**src/rtl/resi_pkg.sv**
```systemverilog
// Purpose: Constants and types for the radio event, shortcut and interrupt-enable register bank.
// Assumes: APB slave with 32-bit data; byte offsets below are the register addresses.
// Notes: Event, task and shortcut tables are indexed by the constants declared here.
package resi_pkg;

	localparam int RESI_ADDR_W = 12;
	localparam int RESI_NUM_EV = 15;
	localparam int RESI_NUM_TASK = 9;
	localparam int RESI_NUM_SC = 12;

	// Event indices into the event vector.
	localparam int RESI_EV_READY = 0;
	localparam int RESI_EV_ADDRESS = 1;
	localparam int RESI_EV_PAYLOAD = 2;
	localparam int RESI_EV_END = 3;
	localparam int RESI_EV_DISABLED = 4;
	localparam int RESI_EV_ADDRMATCH = 5;
	localparam int RESI_EV_ADDRMISS = 6;
	localparam int RESI_EV_SSDONE = 7;
	localparam int RESI_EV_BCCMP = 8;
	localparam int RESI_EV_CKGOOD = 9;
	localparam int RESI_EV_CKBAD = 10;
	localparam int RESI_EV_TXRDY = 11;
	localparam int RESI_EV_RXRDY = 12;
	localparam int RESI_EV_HDRMATCH = 13;
	localparam int RESI_EV_PHYEND = 14;

	// Task indices into the task pulse vector.
	localparam int RESI_TK_TXGO = 0;
	localparam int RESI_TK_RXGO = 1;
	localparam int RESI_TK_START = 2;
	localparam int RESI_TK_STOP = 3;
	localparam int RESI_TK_DISABLE = 4;
	localparam int RESI_TK_SSBEGIN = 5;
	localparam int RESI_TK_SSHALT = 6;
	localparam int RESI_TK_BCBEGIN = 7;
	localparam int RESI_TK_BCHALT = 8;

	// Register offsets.
	localparam logic [11:0] RESI_EV_OFF [RESI_NUM_EV] = '{12'h100, 12'h104, 12'h108, 12'h10c, 12'h110,
		12'h114, 12'h118, 12'h11c, 12'h128, 12'h130, 12'h134, 12'h154, 12'h158, 12'h15c, 12'h16c};
	localparam logic [11:0] RESI_TASK_OFF [RESI_NUM_TASK] = '{12'h000, 12'h004, 12'h008, 12'h00c,
		12'h010, 12'h014, 12'h018, 12'h01c, 12'h020};
	localparam logic [11:0] RESI_LINKS_OFF = 12'h200;
	localparam logic [11:0] RESI_IEN_SET_OFF = 12'h304;
	localparam logic [11:0] RESI_IEN_CLR_OFF = 12'h308;

	// Field layouts.
	localparam int RESI_IRQ_BIT [RESI_NUM_EV] = '{0, 1, 2, 3, 4, 5, 6, 7, 10, 12, 13, 21, 22, 23, 27};
	localparam int RESI_SC_BIT [RESI_NUM_SC] = '{0, 1, 2, 3, 4, 5, 6, 7, 20, 21, 22, 23};
	localparam int RESI_SC_EV [RESI_NUM_SC] = '{RESI_EV_READY, RESI_EV_END, RESI_EV_DISABLED,
		RESI_EV_DISABLED, RESI_EV_ADDRESS, RESI_EV_END, RESI_EV_ADDRESS, RESI_EV_DISABLED,
		RESI_EV_TXRDY, RESI_EV_RXRDY, RESI_EV_PHYEND, RESI_EV_PHYEND};
	localparam int RESI_SC_TASK [RESI_NUM_SC] = '{RESI_TK_START, RESI_TK_DISABLE, RESI_TK_TXGO,
		RESI_TK_RXGO, RESI_TK_SSBEGIN, RESI_TK_START, RESI_TK_BCBEGIN, RESI_TK_SSHALT,
		RESI_TK_START, RESI_TK_START, RESI_TK_DISABLE, RESI_TK_START};
	localparam logic [31:0] RESI_LINKS_MASK = 32'h00f0_00ff;
	localparam logic [31:0] RESI_IEN_MASK = 32'h08e0_34ff;

	// Reset values.
	localparam logic [RESI_NUM_EV-1:0] RESI_EV_RST = 15'h0000;
	localparam logic [31:0] RESI_LINKS_RST = 32'h0000_0000;
	localparam logic [31:0] RESI_IEN_RST = 32'h0000_0000;

	typedef struct packed {
		logic [RESI_NUM_EV-1:0] ev;
		logic [31:0] links;
		logic [31:0] ien;
		logic [RESI_NUM_TASK-1:0] tsk;
		logic irq;
		logic [31:0] prdata;
		logic pready;
		logic pslverr;
	} resi_state_t;

	localparam resi_state_t RESI_STATE_RST = '{ev: RESI_EV_RST, links: RESI_LINKS_RST, ien: RESI_IEN_RST,
		tsk: '0, irq: 1'b0, prdata: 32'h0000_0000, pready: 1'b0, pslverr: 1'b0};

endpackage : resi_pkg

```
**src/rtl/resi_regs.sv**
```systemverilog
// Purpose: Event flags, event-to-task shortcuts and interrupt enables of a packet transceiver, on APB.
// Assumes: EVENT_I bits are one-cycle pulses from the transceiver core, synchronous to CLK_I.
// Notes: Reads answer with zero wait states; an unmapped address answers with PSLVERR.
`timescale 1ns/1ps
module resi_regs
	import resi_pkg::*;
(
	input wire logic CLK_I,
	input wire logic RESET_N_I,
	input wire logic PSEL_I,
	input wire logic PENABLE_I,
	input wire logic PWRITE_I,
	input wire logic [RESI_ADDR_W-1:0] PADDR_I,
	input wire logic [31:0] PWDATA_I,
	output logic [31:0] PRDATA_O,
	output logic PREADY_O,
	output logic PSLVERR_O,
	input wire logic [RESI_NUM_EV-1:0] EVENT_I,
	output logic [RESI_NUM_TASK-1:0] TASK_O,
	output logic IRQ_O
);

	resi_state_t s_r;
	resi_state_t s_nxt;
	logic setup;
	logic wr_acc;
	logic hit;
	logic [31:0] rd;
	logic [31:0] ien_rd;

	assign setup = PSEL_I && !PENABLE_I;
	assign wr_acc = PSEL_I && PENABLE_I && s_r.pready && PWRITE_I;

	always_comb begin
		hit = 1'b0;
		rd = 32'h0000_0000;
		ien_rd = s_r.ien & RESI_IEN_MASK;
		for (int i = 0; i < RESI_NUM_EV; i++) begin
			if (PADDR_I == RESI_EV_OFF[i]) begin
				hit = 1'b1;
				rd = {31'h0000_0000, s_r.ev[i]};
			end
		end
		for (int t = 0; t < RESI_NUM_TASK; t++) begin
			if (PADDR_I == RESI_TASK_OFF[t]) begin
				hit = 1'b1;
			end
		end
		if (PADDR_I == RESI_LINKS_OFF) begin
			hit = 1'b1;
			rd = s_r.links;
		end
		if (PADDR_I == RESI_IEN_SET_OFF || PADDR_I == RESI_IEN_CLR_OFF) begin
			hit = 1'b1;
			rd = ien_rd;
		end
	end

	always_comb begin
		s_nxt = s_r;
		s_nxt.pready = setup;
		s_nxt.pslverr = setup && !hit;
		s_nxt.tsk = '0;
		if (setup && !PWRITE_I && hit) begin
			s_nxt.prdata = rd;
		end else if (setup) begin
			s_nxt.prdata = 32'h0000_0000;
		end
		for (int i = 0; i < RESI_NUM_EV; i++) begin
			if (wr_acc && PADDR_I == RESI_EV_OFF[i]) begin
				s_nxt.ev[i] = PWDATA_I[0];
			end
			if (EVENT_I[i]) begin
				s_nxt.ev[i] = 1'b1;
			end
		end
		for (int t = 0; t < RESI_NUM_TASK; t++) begin
			if (wr_acc && PADDR_I == RESI_TASK_OFF[t] && PWDATA_I[0]) begin
				s_nxt.tsk[t] = 1'b1;
			end
		end
		for (int k = 0; k < RESI_NUM_SC; k++) begin
			if (s_r.links[RESI_SC_BIT[k]] && EVENT_I[RESI_SC_EV[k]]) begin
				s_nxt.tsk[RESI_SC_TASK[k]] = 1'b1;
			end
		end
		if (wr_acc && PADDR_I == RESI_LINKS_OFF) begin
			s_nxt.links = PWDATA_I & RESI_LINKS_MASK;
		end
		if (wr_acc && PADDR_I == RESI_IEN_SET_OFF) begin
			s_nxt.ien = s_r.ien | (PWDATA_I & RESI_IEN_MASK);
		end
		if (wr_acc && PADDR_I == RESI_IEN_CLR_OFF) begin
			s_nxt.ien = s_r.ien & ~(PWDATA_I & RESI_IEN_MASK);
		end
		s_nxt.irq = 1'b0;
		for (int i = 0; i < RESI_NUM_EV; i++) begin
			if (s_r.ev[i] && s_r.ien[RESI_IRQ_BIT[i]]) begin
				s_nxt.irq = 1'b1;
			end
		end
	end

	always_ff @(posedge CLK_I or negedge RESET_N_I) begin
		if (!RESET_N_I) begin
			s_r <= RESI_STATE_RST;
		end else begin
			s_r <= s_nxt;
		end
	end

	assign PRDATA_O = s_r.prdata;
	assign PREADY_O = s_r.pready;
	assign PSLVERR_O = s_r.pslverr;
	assign TASK_O = s_r.tsk;
	assign IRQ_O = s_r.irq;
endmodule : resi_regs

```
**config.mk**
```make
export PLATFORM = sky130hd
export DESIGN_NAME = resi_regs
export DESIGN_NICKNAME = d
export VERILOG_FILES = /design/src/rtl/resi_pkg.sv /design/src/rtl/resi_regs.sv
export SDC_FILE = /design/constraint.sdc
export NUM_CORES = 1
export LEC_CHECK = 0
export BUFFER_PORTS_ARGS = -buffer_cell sky130_fd_sc_hd__buf_4
export CAP_MARGIN = 15
export CORE_MARGIN = 3
export CORE_UTILIZATION = 57
export DETAILED_ROUTE_END_ITERATION = 10
export PLACE_DENSITY = 0.87
export SKIP_LAST_GASP = 1
export SLEW_MARGIN = 20
export SYNTH_ARGS = -nofsm -noshare
export SYNTH_HDL_FRONTEND = slang
export SYNTH_SLANG_ARGS = --single-unit
```
**constraint.sdc**
```tcl
create_clock -name CLK_I -period 4.55 [get_ports CLK_I]
set_input_delay 1.1375 -clock CLK_I [delete_from_list [all_inputs] [get_ports CLK_I]]
set_output_delay 1.1375 -clock CLK_I [all_outputs]
set_load 0.01 [all_outputs]
```
==> flow_metrics.env, run 1 <==
export IMPL_cts_repair_resized=0
export IMPL_p_leak_nw=1.932
export IMPL_cts_tree="yes"
export IMPL_critPathMaxStageDelay_ns=0.74
export IMPL_crit_required_ns=4.80
export IMPL_crit_cells=6
export IMPL_period_needed_ns=3.199
export IMPL_via_count=3158
export IMPL_fin_nets=494
export IMPL_synth_top_flop_cell="dfrtp_1"
export IMPL_clock_sinks=70
export IMPL_clock_root_buffer="clkbuf_8"
export IMPL_postCtsSetupBuffers=0
export IMPL_hold_buffers=0
export IMPL_crit_type="input port to flop"
export IMPL_totalWireLength_mm=9.935
export IMPL_status="complete, no violations"
export IMPL_cts_made_buffers=9
export IMPL_overflow=0
export IMPL_clockBufferDepth=2
export IMPL_grt_use_total_pct=26.98
export IMPL_worst_hold_path_type="flop to flop"
export IMPL_portBuffers=75
export IMPL_fmax_ghz=0.3126
export IMPL_power_density_nw_per_um2=265.6
export IMPL_drive_gt1_share_pct=27.42
export IMPL_cap_violations=0
export IMPL_grt_pass1_vias=3072
export IMPL_synth_cell_type_count=63
export IMPL_cp_common_cell="nor2_1"
export IMPL_path_clk_slew_ns=0.07
export IMPL_timing_critical_path_cells="buf_4 -> nor4b_2 -> nor2_1 -> nor2_1 -> a22oi_1 -> o21ai_0"
export IMPL_wl_met1_mm=3.939
export IMPL_ff_latch_area_um2=1752
export IMPL_clk_latency_ns=0.34
export IMPL_drtIter0Drc=307
export IMPL_yosysSeqAreaShare_pct=45.34
export IMPL_gp_congestion=0.9251
export IMPL_dp_hpwl_mm=7.452
export IMPL_tns_ns=0
export IMPL_nFillCells=517
export IMPL_drtAntennaViolNets=0
export IMPL_path_delay_family="simple AND/OR/NAND/NOR gates"
export IMPL_maxSlewViolCount=0
export IMPL_multi_input_comb_area_um2=1729
export IMPL_final_cell_mix="buf_4 (78), dfrtp_1 (70), nand2_1 (40), a21oi_1 (32), o21ai_0 (20)"
export IMPL_met3RoutedLength_um=822
export IMPL_fp_row_count=29
export IMPL_die_y_um=88.33
export IMPL_synth_edf_count=0
export IMPL_reg2reg_depth=5
export IMPL_finalSetupViolations=0
export IMPL_p_total_mw=1.159
export IMPL_wl_per_cell_um=19.44
export IMPL_top_layer="met4"
export IMPL_slowest_stage="nor2_1"
export IMPL_startpoint_type="input port"
export IMPL_slew_limit_headroom_pct=28.07
export IMPL_crit_fanout=19
export IMPL_core_area_um2=6459
export IMPL_ios=108
export IMPL_dr_pass1_iters=5
export IMPL_ir_drop_mv=0.1741
export IMPL_vias_per_cell=6.180
export IMPL_grt_pass1_wl_mm=15.77
export IMPL_n_antenna_cell=0
export IMPL_layout_commonest_cell="buf_4"
export IMPL_synth_seq_cells=70
export IMPL_hold_viol=0
export IMPL_min_period_over_period_pct=70.32
export IMPL_critPathCaptureType="flop"
export IMPL_route_met2_wl_mm=4.927
export IMPL_grt_max_degree=71
export IMPL_drc_errors=0
export IMPL_worst_path_buf_inv=1
export IMPL_antenna_found_initial=0
export IMPL_yosysWarnings=0
export IMPL_rsz0062_at_grt="false"
export IMPL_die_area_um2=7802
export IMPL_die_w_um=88.33
export IMPL_place_area_um2=4200
export IMPL_holdPathStages=2
export IMPL_worstMarginPinSlew_ns=1.075
export IMPL_cp_arrival_ns=3.45
export IMPL_cts_max_level=3
export IMPL_fin_skew_ns=0.007779
export IMPL_area_growth_pct=12.92
export IMPL_start_util_pct=59.82
export IMPL_final_area_um2=4363
export IMPL_async_flop_share_pct=100.0
export IMPL_synth_cells=384
export IMPL_avgSynthCellArea_um2=10.06
export IMPL_syn_area_um2=3864
## routing by layer
layer	global-route usage, %	vias to the layer above
met3	4.842	24
met4	10.03	0
met2	44.26	177
met1	35.95	1512
li1	-	1445
met5	0	-
## Yosys cell counts, types with 6 or more instances
| cell type | instances | area, µm² |
|---|---|---|
| buf_2 | 6 | 30.03 |
| nand2_1 | 40 | 150.1 |
| o211ai_1 | 6 | 45.04 |
| buf_4 | 45 | 337.8 |
| dfrtp_1 | 70 | 1752 |
| inv_1 | 9 | 33.78 |
| a22oi_1 | 17 | 127.6 |
| nor2_1 | 16 | 60.06 |
| a21oi_1 | 32 | 160.2 |
| nand2b_1 | 6 | 37.54 |
| nor3_1 | 6 | 30.03 |
| o21ai_0 | 20 | 100.1 |
| nand3_1 | 6 | 30.03 |
| mux2_2 | 8 | 90.09 |
| clkbuf_1 | 6 | 22.52 |
## tightest hold or removal path: cells and delay by family (launching register included)
family | cells | cell delay, ns
AOI/OAI and AO/OA | 1 | 0.06
DFF | 1 | 0.35
and+or+nand+nor | 1 | 0.05
## stage by stage
stage / hold slack [ns] / instances / util (%) / worst slack, ns
6_report: 0.4837 / 511 / 67.55 / 1.351
5_1_grt: 0.5303 / 511 / 67.55 / 1.188
4_1_cts: 0.4873 / 511 / 67.55 / 1.412
3_5_place_dp: 0.4713 / 496 / 65.03 / 1.086
3_3_place_gp: 0.4707 / 496 / 65.03 / 1.150
2_1_floorplan: 0.4510 / 399 / - / 1.804
## layout make-up
| cell class | instances | share of cell area [%] |
|---|---|---|
| well taps | 77 | 2.208 |
| multi-input cells | 261 | 39.63 |
| clock buffers | 9 | 2.839 |
| repair buffers | 78 | 13.42 |
| inverters | 10 | 0.8603 |
| flip-flops and latches | 70 | 40.15 |
| clock inverters | 6 | 0.8890 |
## logic make-up (layout without fill, tap and decap cells)
group                  count (synthesis)  in the layout  share of synthesized area (%)
AO/OA/AOI/OAI                        115            115                          21.05
buffers and inverters                 68            103                          11.37
AND/OR/NAND/NOR                      113            113                          17.13
multiplexers                          15             15                          4.566
XOR/XNOR                               2              2                         0.4535
other                                  1             16                        0.09706
flip-flops                            70             70                          45.34
## path summary, 6_finish.rpt
path                                          from                      end  slack [ns]
setup / recovery                        PADDR_I[2]  PRDATA_O[6]$_DFFE_PN0P_        1.35
hold / removal             PRDATA_O[4]$_DFFE_PN0P_  PRDATA_O[4]$_DFFE_PN0P_        0.48
setup reg to reg              s_r[112]$_DFFE_PN0P_  PRDATA_O[0]$_DFFE_PN0P_        2.66
hold reg to reg            PRDATA_O[4]$_DFFE_PN0P_  PRDATA_O[4]$_DFFE_PN0P_        0.48
max in group asynchronous                RESET_N_I     s_r[114]$_DFFE_PN0P_        3.10
min in group asynchronous                RESET_N_I  PRDATA_O[1]$_DFFE_PN0P_        0.90
## power by group
part	internal, mW	total [mW]	switching (mW)	leakage (nW)
registers	0.623	0.624	0.000682	0.890
logic	0.0415	0.110	0.0680	0.960
clock network	0.193	0.425	0.232	0.0813
total	0.858	1.16	0.301	1.93
Power figures use the tool's default switching activity.
==> run 2, diff against run 1 <==
--- a/config.mk
+++ b/config.mk
@@ -8,9 +8,9 @@
 export BUFFER_PORTS_ARGS = -buffer_cell sky130_fd_sc_hd__buf_4
 export CAP_MARGIN = 15
 export CORE_MARGIN = 3
-export CORE_UTILIZATION = 57
+export CORE_UTILIZATION = 53
 export DETAILED_ROUTE_END_ITERATION = 10
-export PLACE_DENSITY = 0.87
+export PLACE_DENSITY = 0.82
 export SKIP_LAST_GASP = 1
 export SLEW_MARGIN = 20
 export SYNTH_ARGS = -nofsm -noshare
==> constraint.sdc (replaced) <==
create_clock -name CLK_I -period 3 [get_ports CLK_I]
set_input_delay 0.75 -clock CLK_I [delete_from_list [all_inputs] [get_ports CLK_I]]
set_output_delay 0.75 -clock CLK_I [all_outputs]
set_load 0.01 [all_outputs]
==> flow_metrics.env, run 2 (synthesized netlist as in run 1, its figures left out) <==
export IMPL_status="complete, no violations"
export IMPL_die_y_um=91.38
export IMPL_grt_pass1_vias=3148
export IMPL_die_w_um=91.38
export IMPL_drc_errors=0
export IMPL_drtAntennaViolNets=0
export IMPL_postCtsSetupBuffers=0
export IMPL_tns_ns=0
export IMPL_dp_hpwl_mm=7.381
export IMPL_cts_max_level=3
export IMPL_overflow=0
export IMPL_path_clk_slew_ns=0.07
export IMPL_wl_met1_mm=3.965
export IMPL_wl_per_cell_um=18.73
export IMPL_grt_use_total_pct=24.60
export IMPL_portBuffers=75
export IMPL_nFillCells=578
export IMPL_rsz0062_at_grt="false"
export IMPL_top_layer="met4"
export IMPL_clock_root_buffer="clkbuf_8"
export IMPL_cap_violations=0
export IMPL_critPathMaxStageDelay_ns=0.58
export IMPL_ios=108
export IMPL_final_cell_mix="buf_4 (87), dfrtp_1 (70), nand2_1 (40), a21oi_1 (32), o21ai_0 (20)"
export IMPL_slew_limit_headroom_pct=42.30
export IMPL_area_growth_pct=15.09
export IMPL_clock_sinks=70
export IMPL_fmax_ghz=0.4322
export IMPL_worstMarginPinSlew_ns=0.8654
export IMPL_hold_buffers=0
export IMPL_cts_repair_resized=0
export IMPL_n_antenna_cell=0
export IMPL_rrSetupSlack_ns=1.16
export IMPL_crit_type="input port to flop"
export IMPL_finalSetupViolations=0
export IMPL_dr_pass1_iters=7
export IMPL_drive_gt1_share_pct=28.28
export IMPL_power_density_nw_per_um2=395.0
export IMPL_vias_per_cell=6.128
export IMPL_start_util_pct=55.64
export IMPL_via_count=3297
export IMPL_core_area_um2=6944
export IMPL_totalWireLength_mm=10.08
export IMPL_gp_congestion=0.9626
export IMPL_crit_required_ns=3.28
export IMPL_slowest_stage="nor4b_4"
export IMPL_maxSlewViolCount=0
export IMPL_place_inst=524
export IMPL_grt_max_degree=71
export IMPL_route_met2_wl_mm=4.997
export IMPL_critPathCaptureType="flop"
export IMPL_cts_made_buffers=9
export IMPL_hold_viol=0
export IMPL_clockBufferDepth=2
export IMPL_timing_critical_path_cells="buf_4 -> nor4b_4 -> o2111ai_2 -> o21ai_4 -> nor3_1 -> or4b_1 -> o21ai_1"
export IMPL_startpoint_type="input port"
export IMPL_antenna_found_initial=0
export IMPL_cts_tree="yes"
export IMPL_fin_skew_ns=0.006916
export IMPL_fin_nets=503
export IMPL_final_cell_count_no_fill=538
export IMPL_fp_row_count=30
export IMPL_worst_path_buf_inv=1
export IMPL_clk_latency_ns=0.35
export IMPL_ir_drop_mv=0.2170
export IMPL_min_period_over_period_pct=77.12
export IMPL_worst_hold_path_type="flop to flop"
export IMPL_p_leak_nw=1.980
export IMPL_grt_pass1_wl_mm=15.93
export IMPL_drtIter0Drc=334
export IMPL_met3RoutedLength_um=896
export IMPL_period_needed_ns=2.314
export IMPL_path_delay_family="simple AND/OR/NAND/NOR gates"
export IMPL_crit_fanout=10
export IMPL_cp_arrival_ns=2.59
export IMPL_die_area_um2=8350
export IMPL_layout_commonest_cell="buf_4"
[run 2: cell count changes in the layout (fill, tap and decap cells not counted)]
cell	previous run	this run
inv_6	1	0
clkinv_2	3	2
buf_4	78	87
clkinvlp_4	2	0
clkbuf_8	9	10
clkbuf_1	0	2
[run 2: area by class of cell]
cell class,instances,area (µm²),share of cell area (%)
clock buffer,12,145.1,3.264
clock inverter,2,10.01,0.2251
inverter,10,37.54,0.8441
multi-input combinational,261,1729,38.89
sequential,70,1752,39.39
tap,96,120.1,2.701
timing repair buffer,87,653.1,14.69
[run 2: power by group]
part | total [mW] | leakage (nW) | switching (mW) | internal [mW]
Combinational | 0.170 | 1.01 | 0.104 | 0.0655
Clock | 0.639 | 0.0821 | 0.328 | 0.311
Sequential | 0.947 | 0.890 | 0.00111 | 0.946
Total | 1.76 | 1.98 | 0.434 | 1.32
[run 2: worst reg2reg max path: stages (launching register included)]
cell and delay, ns:
dfrtp_1 0.42, mux4_2 0.47, a31oi_1 0.17, o21ai_0 0.12, a2111oi_2 0.41, o21ai_1 0.13
[run 2: metrics by stage]
step | util [%] | setup slack [ns] | total power, mW | area (µm²) | hold WS (ns)
final | 64.04 | 0.6864 | 1.756 | 4447 | 0.4885
after global routing | 64.04 | 0.6314 | 1.822 | 4447 | 0.5175
after CTS | 64.04 | 0.7372 | 1.766 | 4447 | 0.4966
after detailed placement | 61.80 | 0.3900 | 1.133 | 4292 | 0.4796
after global placement | 61.80 | 0.4321 | 1.129 | 4292 | 0.4700
after floorplan | - | 0.6420 | 1.049 | 3920 | 0.4510
[run 2: routing by layer]
| layer | track usage (%) | vias up |
|---|---|---|
| li1 | - | 1462 |
| met1 | 30.55 | 1607 |
| met2 | 40.54 | 198 |
| met3 | 7.705 | 30 |
| met4 | 8.291 | 0 |
| met5 | 0 | - |
[run 2: final timing paths]
path	from	endpoint	cells after the start
setup reg to reg	s_r[114]$_DFFE_PN0P_	PRDATA_O[0]$_DFFE_PN0P_	5
max in group asynchronous	RESET_N_I	s_r[121]$_DFFE_PN0P_	1
min in group asynchronous	RESET_N_I	TASK_O[1]$_DFF_PN0_	1
hold / removal	PRDATA_O[6]$_DFFE_PN0P_	PRDATA_O[6]$_DFFE_PN0P_	2
setup / recovery	PADDR_I[9]	PRDATA_O[0]$_DFFE_PN0P_	7
hold reg to reg	PRDATA_O[6]$_DFFE_PN0P_	PRDATA_O[6]$_DFFE_PN0P_	2
==> run 3, diff against run 2 <==
==> constraint.sdc (replaced) <==
create_clock -name CLK_I -period 2.35 [get_ports CLK_I]
set_input_delay 0.5875 -clock CLK_I [delete_from_list [all_inputs] [get_ports CLK_I]]
set_output_delay 0.5875 -clock CLK_I [all_outputs]
set_load 0.01 [all_outputs]
==> flow_metrics.env, run 3 (synthesized netlist as in run 1, its figures left out) <==
export IMPL_drtAntennaViolNets=0
export IMPL_status="complete, no violations"
export IMPL_cts_max_level=3
export IMPL_grt_use_total_pct=24.53
export IMPL_reg2reg_to="PRDATA_O[0]$_DFFE_PN0P_"
export IMPL_final_cell_mix="buf_4 (105), dfrtp_1 (70), nand2_1 (40), a21oi_1 (32), o21ai_0 (20)"
export IMPL_power_share_clock_pct=39.0
export IMPL_critPathCaptureType="flop"
export IMPL_totalWireLength_mm=10.07
export IMPL_tns_ns=0
export IMPL_dp_hpwl_mm=7.637
export IMPL_dr_pass1_iters=5
export IMPL_die_area_um2=8350
export IMPL_drtIter0Drc=373
export IMPL_finalWorstSetupSlack_ns=0.3495
export IMPL_grt_pass1_vias=3109
export IMPL_clk_latency_ns=0.34
export IMPL_p_sw_mw=0.5771
export IMPL_hold_viol=0
export IMPL_ios=108
export IMPL_drc_errors=0
export IMPL_clock_sinks=70
export IMPL_p_total_mw=2.361
export IMPL_via_count=3258
export IMPL_clockBufferDepth=2
export IMPL_startpoint_type="input port"
export IMPL_switching_share_pct=24.44
export IMPL_crit_type="input port to flop"
export IMPL_dp_slack_ns=0.003978
export IMPL_grt_pass1_wl_mm=16.12
export IMPL_layout_commonest_cell="buf_4"
export IMPL_multi_input_comb_area_um2=1729
export IMPL_rsz0062_at_grt="false"
export IMPL_cts_repair_resized=0
export IMPL_reg2reg_depth=5
export IMPL_fmax_ghz=0.4999
export IMPL_fin_hold_ws_ns=0.05430
export IMPL_drive_gt1_share_pct=31.82
export IMPL_fin_skew_ns=0.01324
export IMPL_hold_buffers=0
export IMPL_core_area_um2=6944
export IMPL_combinationalPowerShare_pct=9.8
export IMPL_vias_per_cell=5.839
export IMPL_p_int_mw=1.784
export IMPL_postCtsSetupBuffers=0
export IMPL_cts_tree="yes"
export IMPL_place_area_um2=4447
export IMPL_wl_per_cell_um=18.04
export IMPL_maxSlewViolCount=0
export IMPL_p_leak_nw=2.090
export IMPL_crit_fanout=12
export IMPL_die_y_um=91.38
export IMPL_ff_latch_area_um2=1752
export IMPL_worst_hold_path_type="input port to asynchronous set/reset pin"
export IMPL_seqPwrFrac_pct=51.2
export IMPL_final_area_um2=4634
export IMPL_period_needed_ns=2.001
export IMPL_cap_violations=0
export IMPL_worstMarginPinSlew_ns=0.4905
export IMPL_cts_made_buffers=9
export IMPL_final_cell_count_no_fill=558
export IMPL_area_growth_pct=19.95
export IMPL_cp_arrival_ns=2.22
export IMPL_grt_max_degree=67
export IMPL_slew_limit_headroom_pct=67.02
export IMPL_crit_required_ns=2.57
export IMPL_reg2reg_from="s_r[113]$_DFFE_PN0P_"
export IMPL_place_inst=543
export IMPL_antenna_found_initial=0
export IMPL_start_util_pct=55.64
export IMPL_overflow=0
export IMPL_finalSetupViolations=0
export IMPL_clock_root_buffer="clkbuf_8"
export IMPL_fin_nets=522
export IMPL_n_antenna_cell=0
export IMPL_fp_row_count=30
export IMPL_min_period_over_period_pct=85.13
export IMPL_gp_congestion=0.9767
export IMPL_ir_drop_mv=0.2556
export IMPL_portBuffers=75
export IMPL_path_clk_slew_ns=0.07
export IMPL_rrSetupSlack_ns=0.50
export IMPL_nFillCells=551
export IMPL_final_util_pct=66.74
export IMPL_power_density_nw_per_um2=509.5
export IMPL_die_w_um=91.38
-- run 3: cell types whose count changed in the layout (fill, tap and decap cells not counted), sizes merged --
| cell | previous run | this run |
|---|---|---|
| bufinv | 0 | 1 |
| buf | 87 | 106 |
| clkinvlp | 0 | 2 |
| clkbuf | 12 | 9 |
| clkinv | 3 | 4 |
-- run 3: cell type report --
type / instances / area share [%]
inverter: 10 / 0.8099
timing repair buffer: 106 / 17.44
tap: 96 / 2.592
clock inverter: 6 / 1.377
clock buffer: 9 / 2.673
sequential: 70 / 37.80
multi-input combinational: 261 / 37.31
-- run 3: routing by layer --
layer | vias to the layer above | GRT usage (%) | routed length [µm]
li1 | 1502 | - | -
met1 | 1582 | 33.48 | 4301
met2 | 156 | 39.68 | 4993
met3 | 18 | 4.225 | 646
met4 | 0 | 7.915 | 128
met5 | - | 0 | 0
-- run 3: how the worst max path moves through the flow --
stage / start / end / slack, ns / cells after the start
6_report: PADDR_I[4] / PRDATA_O[13]$_DFFE_PN0P_ / 0.35 / 8
5_1_grt: PADDR_I[1] / PRDATA_O[0]$_DFFE_PN0P_ / 0.20 / 7
4_1_cts: PADDR_I[3] / PRDATA_O[27]$_DFFE_PN0P_ / 0.35 / 8
3_5_place_dp: PADDR_I[1] / PRDATA_O[0]$_DFFE_PN0P_ / 0.004 / 7
3_3_place_gp: PADDR_I[1] / PRDATA_O[0]$_DFFE_PN0P_ / 0.04 / 7
2_1_floorplan: PADDR_I[3] / PRDATA_O[0]$_DFFE_PN0P_ / 0.15 / 7
-- run 3: power by group through the flow --
stage	sequential [mW]	combinational [mW]	clock, mW
after floorplan	1.23	0.106	0
after global routing	1.21	0.252	0.983
after global placement	1.23	0.225	0
after detailed placement	1.23	0.230	0
after CTS	1.21	0.230	0.933
final	1.21	0.231	0.922
-- run 3: worst max-delay path, stage by stage --
cell     delay (ns)
buf_4          0.16
and2b_1        0.19
a22oi_1        0.27
o21ai_4        0.10
o31ai_1        0.47
nor3_1         0.09
buf_4          0.17
a22o_1         0.17
